[src/core/pmev_params.svh]
`ifndef PMEV_PARAMS_SVH
`define PMEV_PARAMS_SVH

// =====================================================================
// register indices (byte address is four times the index)
`define PMEV_IDX_IDATA_HI 10'h0D2
`define PMEV_IDX_PWR_CTRL 10'h0D4
`define PMEV_IDX_INT_STAT 10'h0E0
`define PMEV_IDX_INT_MASK 10'h0E1
`define PMEV_ADDR(i) ({(i), 2'b00})

// =====================================================================
// power_event_control field positions
`define PMEV_BIT_DLY_EN 14
`define PMEV_BIT_RSVD13 13
`define PMEV_BIT_POL 12
`define PMEV_LSB_WOL_EN 8
`define PMEV_BIT_AUTO_WAKE 7
`define PMEV_BIT_WAKE_NORM 6
`define PMEV_LSB_WAKE_STAT 2
`define PMEV_LSB_MODE 0

// =====================================================================
// reset values
`define PMEV_RST_IDATA_HI 16'h0000
`define PMEV_RST_WOL_EN 4'h0
`define PMEV_RST_MODE 2'h0
`define PMEV_RST_INT_MASK 4'h0

`endif

[src/core/pmev_pkg.sv]
package pmev_pkg;

  // one bit for each wake-on-LAN event, top bit first
  typedef struct packed {
    logic frame;
    logic magic;
    logic link_up;
    logic energy;
  } pmev_wake_t;

  typedef enum logic [1:0] {
    PMEV_MODE_NORMAL = 2'h0,
    PMEV_MODE_ENERGY = 2'h1,
    PMEV_MODE_SOFT_PD = 2'h2,
    PMEV_MODE_RSVD = 2'h3
  } pmev_mode_t;

  typedef struct packed {
    logic dly_en;
    logic rsvd13;
    logic pol;
    pmev_wake_t wol_en;
    logic auto_wake;
    logic wake_norm;
    pmev_mode_t mode;
  } pmev_ctrl_t;

  typedef enum logic [1:0] {
    PMEV_PS_NORMAL = 2'b01,
    PMEV_PS_LOW = 2'b10
  } pmev_pstate_t;

endpackage

[src/core/pmev_sticky.sv]
`timescale 1ns/1ps

// =====================================================================
// sticky flags, write-one-to-clear, set wins over clear
module pmev_sticky #(
  parameter int W = 4
) (
  input wire logic clk,
  input wire logic rst_n,
  input wire logic [W-1:0] set,
  input wire logic [W-1:0] clr,
  input wire logic [W-1:0] mask,
  output logic [W-1:0] stat,
  output logic hit
);

  logic [W-1:0] stat_r;

  always_ff @(posedge clk) begin
    if (!rst_n) begin
      stat_r <= '0;
    end else begin
      stat_r <= (stat_r & ~clr) | set;
    end
  end

  assign stat = stat_r;
  assign hit = |(stat_r & mask);

endmodule

[src/core/pmev_out_gate.sv]
`timescale 1ns/1ps

// =====================================================================
// output pin stage: hold-off gate and polarity
module pmev_out_gate (
  input wire logic clk,
  input wire logic rst_n,
  input wire logic level,
  input wire logic hold,
  input wire logic pol,
  output logic pin
);

  logic pin_r;
  logic act;

  assign act = level & ~hold;

  always_ff @(posedge clk) begin
    if (!rst_n) begin
      pin_r <= 1'b1;
    end else begin
      pin_r <= pol ? act : ~act;
    end
  end

  assign pin = pin_r;

endmodule

[src/core/pmev_top.sv]
`timescale 1ns/1ps
`include "pmev_params.svh"

module pmev_top #(
  parameter int AW = 12
) (
  input wire logic clk,
  input wire logic rst_n,
  input wire logic soft_reset,
  input wire logic psel,
  input wire logic penable,
  input wire logic pwrite,
  input wire logic [AW-1:0] paddr,
  input wire logic [31:0] pwdata,
  output logic [31:0] prdata,
  output logic pready,
  output logic pslverr,
  input wire pmev_pkg::pmev_wake_t wake_evt,
  input wire logic clocks_ready,
  input wire logic stat_load,
  input wire logic [31:0] stat_word,
  input wire logic go_sleep,
  input wire logic energy_wake,
  input wire logic host_wake,
  output logic power_event_output,
  output logic power_low,
  output logic irq
);

  // ===================================================================
  // register state
  logic [15:0] idata_hi_r;
  pmev_pkg::pmev_ctrl_t ctrl_r;
  logic [3:0] int_mask_r;
  logic [31:0] prdata_r;
  logic pready_r;
  logic pslverr_r;
  logic irq_r;
  pmev_pkg::pmev_pstate_t pstate_r;
  pmev_pkg::pmev_pstate_t pstate_nxt;
  logic [3:0] wake_stat;
  logic [3:0] int_stat;
  logic wake_hit;
  logic int_hit;
  logic hold;

  // ===================================================================
  // bus decode
  logic setup;
  logic wr;
  logic [9:0] idx;

  assign setup = psel & ~penable & ~pready_r;
  assign wr = psel & penable & pready_r & pwrite & ~pslverr_r;
  assign idx = paddr[11:2];

  function automatic logic is_idx(input logic [AW-1:0] a,
                                  input logic [9:0] i);
    is_idx = (a == AW'(`PMEV_ADDR(i)));
  endfunction

  function automatic logic mapped(input logic [AW-1:0] a);
    mapped = is_idx(a, `PMEV_IDX_IDATA_HI) |
             is_idx(a, `PMEV_IDX_PWR_CTRL) |
             is_idx(a, `PMEV_IDX_INT_STAT) |
             is_idx(a, `PMEV_IDX_INT_MASK);
  endfunction

  function automatic logic [15:0] ctrl_word(input pmev_pkg::pmev_ctrl_t c,
                                            input logic [3:0] st);
    logic [15:0] v;
    v = 16'h0000;
    v[`PMEV_BIT_DLY_EN] = c.dly_en;
    v[`PMEV_BIT_RSVD13] = c.rsvd13;
    v[`PMEV_BIT_POL] = c.pol;
    v[`PMEV_LSB_WOL_EN +: 4] = c.wol_en;
    v[`PMEV_BIT_AUTO_WAKE] = c.auto_wake;
    v[`PMEV_BIT_WAKE_NORM] = c.wake_norm;
    v[`PMEV_LSB_WAKE_STAT +: 4] = st;
    v[`PMEV_LSB_MODE +: 2] = c.mode;
    ctrl_word = v;
  endfunction

  // ===================================================================
  // bus answer: one wait-free access phase after setup
  always_ff @(posedge clk) begin
    if (!rst_n) begin
      pready_r <= 1'b0;
      pslverr_r <= 1'b0;
      prdata_r <= 32'h0000_0000;
    end else if (setup) begin
      pready_r <= 1'b1;
      pslverr_r <= ~mapped(paddr);
      prdata_r <= 32'h0000_0000;
      if (!pwrite) begin
        if (is_idx(paddr, `PMEV_IDX_IDATA_HI)) begin
          prdata_r <= {16'h0000, idata_hi_r};
        end else if (is_idx(paddr, `PMEV_IDX_PWR_CTRL)) begin
          prdata_r <= {16'h0000, ctrl_word(ctrl_r, wake_stat)};
        end else if (is_idx(paddr, `PMEV_IDX_INT_STAT)) begin
          prdata_r <= {28'h0000000, int_stat};
        end else if (is_idx(paddr, `PMEV_IDX_INT_MASK)) begin
          prdata_r <= {28'h0000000, int_mask_r};
        end
      end
    end else begin
      pready_r <= 1'b0;
      pslverr_r <= 1'b0;
    end
  end

  // ===================================================================
  // indirect data upper half
  always_ff @(posedge clk) begin
    if (!rst_n || soft_reset) begin
      idata_hi_r <= `PMEV_RST_IDATA_HI;
    end else if (stat_load) begin
      idata_hi_r <= stat_word[31:16];
    end else if (wr && is_idx(paddr, `PMEV_IDX_IDATA_HI)) begin
      idata_hi_r <= pwdata[15:0];
    end
  end

  // ===================================================================
  // power event control fields
  always_ff @(posedge clk) begin
    if (!rst_n || soft_reset) begin
      ctrl_r.dly_en <= 1'b0;
      ctrl_r.rsvd13 <= 1'b0;
      ctrl_r.pol <= 1'b0;
      ctrl_r.wol_en <= `PMEV_RST_WOL_EN;
      ctrl_r.auto_wake <= 1'b0;
      ctrl_r.wake_norm <= 1'b0;
      ctrl_r.mode <= pmev_pkg::pmev_mode_t'(`PMEV_RST_MODE);
    end else if (wr && is_idx(paddr, `PMEV_IDX_PWR_CTRL)) begin
      ctrl_r.dly_en <= pwdata[`PMEV_BIT_DLY_EN];
      ctrl_r.rsvd13 <= pwdata[`PMEV_BIT_RSVD13];
      ctrl_r.pol <= pwdata[`PMEV_BIT_POL];
      ctrl_r.wol_en <= pwdata[`PMEV_LSB_WOL_EN +: 4];
      ctrl_r.auto_wake <= pwdata[`PMEV_BIT_AUTO_WAKE];
      ctrl_r.wake_norm <= pwdata[`PMEV_BIT_WAKE_NORM];
      ctrl_r.mode <= pmev_pkg::pmev_mode_t'(pwdata[`PMEV_LSB_MODE +: 2]);
    end
  end

  // ===================================================================
  // wake status: only power-up reset or a written one clears it
  logic [3:0] wake_clr;

  assign wake_clr = (wr && is_idx(paddr, `PMEV_IDX_PWR_CTRL)) ?
                    pwdata[`PMEV_LSB_WAKE_STAT +: 4] : 4'h0;

  // enable mask lines up frame, magic, link up, energy on 11..8
  pmev_sticky #(
    .W(4)
  ) u_wake (
    .clk(clk),
    .rst_n(rst_n),
    .set(wake_evt),
    .clr(wake_clr),
    .mask(ctrl_r.wol_en),
    .stat(wake_stat),
    .hit(wake_hit)
  );

  // ===================================================================
  // output pin
  assign hold = ctrl_r.dly_en & ctrl_r.auto_wake & ~clocks_ready;

  pmev_out_gate u_out (
    .clk(clk),
    .rst_n(rst_n),
    .level(wake_hit),
    .hold(hold),
    .pol(ctrl_r.pol),
    .pin(power_event_output)
  );

  // ===================================================================
  // interrupts
  logic [3:0] int_clr;

  assign int_clr = (wr && is_idx(paddr, `PMEV_IDX_INT_STAT)) ?
                   pwdata[3:0] : 4'h0;

  pmev_sticky #(
    .W(4)
  ) u_int (
    .clk(clk),
    .rst_n(rst_n),
    .set(wake_evt),
    .clr(int_clr),
    .mask(int_mask_r),
    .stat(int_stat),
    .hit(int_hit)
  );

  always_ff @(posedge clk) begin
    if (!rst_n) begin
      int_mask_r <= `PMEV_RST_INT_MASK;
    end else if (wr && is_idx(paddr, `PMEV_IDX_INT_MASK)) begin
      int_mask_r <= pwdata[3:0];
    end
  end

  always_ff @(posedge clk) begin
    if (!rst_n) begin
      irq_r <= 1'b0;
    end else begin
      irq_r <= int_hit;
    end
  end

  // ===================================================================
  // power state
  always_comb begin
    pstate_nxt = pstate_r;
    case (pstate_r)
      pmev_pkg::PMEV_PS_NORMAL: begin
        if (ctrl_r.mode == pmev_pkg::PMEV_MODE_SOFT_PD) begin
          pstate_nxt = pmev_pkg::PMEV_PS_LOW;
        end else if (ctrl_r.mode == pmev_pkg::PMEV_MODE_ENERGY &&
                     go_sleep) begin
          pstate_nxt = pmev_pkg::PMEV_PS_LOW;
        end
      end
      pmev_pkg::PMEV_PS_LOW: begin
        if (ctrl_r.mode == pmev_pkg::PMEV_MODE_NORMAL || host_wake) begin
          pstate_nxt = pmev_pkg::PMEV_PS_NORMAL;
        end else if (ctrl_r.mode == pmev_pkg::PMEV_MODE_ENERGY &&
                     energy_wake && ctrl_r.auto_wake &&
                     ctrl_r.wake_norm) begin
          pstate_nxt = pmev_pkg::PMEV_PS_NORMAL;
        end
      end
      default: begin
        pstate_nxt = pmev_pkg::PMEV_PS_NORMAL;
      end
    endcase
  end

  always_ff @(posedge clk) begin
    if (!rst_n || soft_reset) begin
      pstate_r <= pmev_pkg::PMEV_PS_NORMAL;
    end else begin
      pstate_r <= pstate_nxt;
    end
  end

  // ===================================================================
  // outputs
  assign prdata = prdata_r;
  assign pready = pready_r;
  assign pslverr = pslverr_r;
  assign irq = irq_r;
  assign power_low = pstate_r[1];

  logic act_now;
  assign act_now = |(wake_stat & ctrl_r.wol_en) & ~hold;
endmodule

[config.mk]
export PLATFORM = sky130hd
export DESIGN_NAME = pmev_top
export DESIGN_NICKNAME = d
export VERILOG_FILES = /design/src/core/pmev_pkg.sv /design/src/core/pmev_sticky.sv /design/src/core/pmev_out_gate.sv /design/src/core/pmev_top.sv
export VERILOG_INCLUDE_DIRS = /design/src /design/src/core
export SDC_FILE = /design/constraint.sdc
export NUM_CORES = 1
export LEC_CHECK = 0
export BUFFER_PORTS_ARGS = -buffer_cell sky130_fd_sc_hd__buf_2
export CAP_MARGIN = 20
export CORE_MARGIN = 1
export CORE_UTILIZATION = 43
export DETAILED_ROUTE_END_ITERATION = 10
export GPL_TIMING_DRIVEN = 0
export PLACE_DENSITY = 0.83
export SETUP_SLACK_MARGIN = 0.4
export SYNTH_ARGS = -nofsm -noshare
export SYNTH_HDL_FRONTEND = slang
export SYNTH_SLANG_ARGS = --single-unit
[constraint.sdc]
create_clock -name clk -period 2.1 [get_ports clk]
set_input_delay 0.42 -clock clk [delete_from_list [all_inputs] [get_ports clk]]
set_output_delay 0.42 -clock clk [all_outputs]
set_load 0.05 [all_outputs]
==> metrics.cfg <==
[outcome]
status = finished clean

[power]
ir_drop_mv = 0.3751
comb_power_share_pct = 11.2
leakagePower_nw = 1.600
seqPwrFrac_pct = 42.6
clockPowerShare_pct = 46.3
swShare_pct = 24.25
intPower_mw = 2.144
p_per_area_nw_per_um2 = 726.1
p_switching_mw = 0.6863

[placed_design]
placed_area_um2 = 3620
dp_slack_ns = 0.02410
placedCellCount = 549
portBuffers = 78
dp_hpwl_um = 6448
gp_congestion = 0.8817

[timing]
fmax_mhz = 612.0
slew_viol_final = 0
hold_viol = 0
fin_crit_sh_pct = 77.81
setup_tns_ns = 0
rsz0062_at_grt = yes
setup_viol = 0
fin_crit_ns = 1.634
finalClockSkew_ns = 0.008500
worst_slack_ns = 0.4661

[die]
io_pins = 128
die_w_um = 86.23
die-height_um = 86.23
initial_core_util_pct = 44.65
core-area_um2 = 6832
fp.dieArea_um2 = 7435
fp-row-count = 30

[synthesis]
yosysWarningCount = 0
synth-seq-cells = 61
async_flop_share_pct = 0
synthDistinctLibCells = 39
seq_area_frac_synth_pct = 40.03
synth_cells = 360
synth_area_um2 = 3050
synth_ff_type = dfxtp_1
synth-edff-count = 0
avgSynthCellArea_um2 = 8.473

[cells_and_area]
drive_gt1_share_pct = 27.99
multi_input_area_um2 = 1617
finalNonFillerCells = 564
seq_area_um2 = 1224
layout_commonest_cell = buf_2
nets = 555
final_util_pct = 57.05
fill_cells = 639
layout_common_cells = buf_2 (84), dfxtp_1 (59), o21ai_0 (38)
antenna_cells = 0
stdcell_area_um2 = 3897
area_growth_syn_to_layout_pct = 27.77

[critical_path]
crit_type = flop to flop
cp.required_ns = 2.35
startpoint_type = flop
crit_slowest_cell = dfxtp_2
path_cells = and4b_1 -> and4_1 -> clkbuf_4 -> buf_6 -> a31oi_1 -> a211oi_1
path_max_fanout = 10
end_kind = flop
r2r_slack_ns = 0.47
arrival_ns = 1.89
max_stage_delay_ns = 0.36

[routing]
drc = 0
routed_wl_um = 8802
dr_wl_met2_um = 4023
dr.max_layer_used = met4
ant_nets = 0
drtIter0Drc = 257
routed-via-count = 3172
first_pass_iters = 5
wl_met1_um = 3737
vias_per_cell = 5.624
wl_met3_um = 785
wl_per_cell_um = 15.61

[worst_hold_path]
worstHoldPathType = input port to flop

[clock_network]
clock_latency_ns = 0.34
cts.path.max_buffers = 2
root_buffer = clkbuf_8
cts_buffers = 9
clock-sinks = 61
cts_tree = built
post-cts-setup-buffers = 0
path_clk_slew_ns = 0.07
cts-htree-levels = 3

[global_routing]
grt_overflow = 0
grt_util_all_layers_pct = 23.66
antenna_found_initial = 0
grt_pass1_wl_um = 13630
grt_pass1_vias = 2907
grt_max_degree = 11

[run]
drv_cap = 0

[power groups by stage]
stage | Sequential, mW | Clock (mW) | Combinational, mW
2_1_floorplan | 1.22 | 0 | 0.197
3_3_place_gp | 1.23 | 0 | 0.301
6_report | 1.20 | 1.31 | 0.316
5_1_grt | 1.20 | 1.35 | 0.338
3_5_place_dp | 1.23 | 0 | 0.305
4_1_cts | 1.20 | 1.32 | 0.308
[synth_stat cells (3+ instances only)]
cell,n,area (um^2)
dfxtp_1,61,1221
o21ai_0,39,195.2
nand3_1,36,180.2
nor2b_1,33,206.5
a31oi_1,24,150.1
a21oi_1,23,115.1
a211oi_1,16,120.1
buf_4,16,120.1
clkbuf_1,16,60.06
nand2_1,16,60.06
o21a_1,11,82.58
mux2i_1,9,90.09
buf_2,8,40.04
inv_1,5,18.77
o22ai_1,5,31.28
a22oi_1,4,30.03
a32o_1,4,40.04
and2_1,3,18.77
buf_6,3,33.78
nand2b_1,3,18.77
nor3b_1,3,22.52
[critical path: cells and delay by family, from the launching register on]
kind                   cells  cell delay (ns)
and+or+nand+nor            2             0.44
buffers and inverters      2             0.38
AOI/OAI and AO/OA          2             0.37
DFF                        1             0.36
[logic make-up after synthesis]
logic type	count (synthesis)	synth area share, %
AO/OA/AOI/OAI	131	26.46
XOR/XNOR	1	0.2872
buffers and inverters	49	9.434
AND/OR/NAND/NOR	108	20.71
flip-flops	61	40.03
other	1	0.1229
multiplexers	9	2.953
[metrics by stage]
stage / total power, mW / hold slack, ns
floorplan: 1.422 / 0.4504
global placement: 1.529 / 0.4514
detailed placement: 1.533 / 0.4506
CTS: 2.826 / 0.3105
global route: 2.897 / 0.3098
finish: 2.830 / 0.3149
[worst paths after layout]
| kind | depth (start not counted) | from | to |
|---|---|---|---|
| worst max-delay path | 6 | pready$_SDFF_PN0_ | idata_hi_r[3]$_SDFFE_PP0P_ |
| worst min-delay path | 2 | pwdata[5] | u_wake.stat[3]$_SDFF_PN0_ |
| worst max register to register | 6 | pready$_SDFF_PN0_ | idata_hi_r[3]$_SDFFE_PP0P_ |
| worst min register to register | 1 | prdata[1]$_SDFFE_PN0P_ | prdata[1]$_SDFFE_PN0P_ |
[registers in the layout (all words and copies together), names as in the netlist, 2 cells and up]
register / count
int_mask_r: 4
u_int.stat: 4
pstate_r: 2
u_wake.stat: 4
ctrl_r: 11
idata_hi_r: 16
prdata: 16
[layer usage]
layer / global-route usage, % / vias up
li1: - / 1493
met1: 29.53 / 1461
met2: 39.03 / 193
met3: 5.048 / 25
met4: 11.21 / 0
met5: 0 / -
[repair_timing]
action,in CTS,in global routing
hold endpoints to repair,0,0
pin swaps,0,1
setup endpoints to repair,19,20
gates resized for setup,4,7
hold buffers,0,0
[cell type report]
| cell class | instances | share of cell area, % |
|---|---|---|
| inverter | 5 | 0.4815 |
| tap | 96 | 3.082 |
| clock inverter | 4 | 2.440 |
| buffer | 44 | 7.223 |
| clock buffer | 11 | 3.884 |
| multi-input combinational | 265 | 41.48 |
| sequential | 61 | 31.40 |
| timing repair buffer | 78 | 10.02 |
No activity file was read; power rests on OpenSTA's default activity.
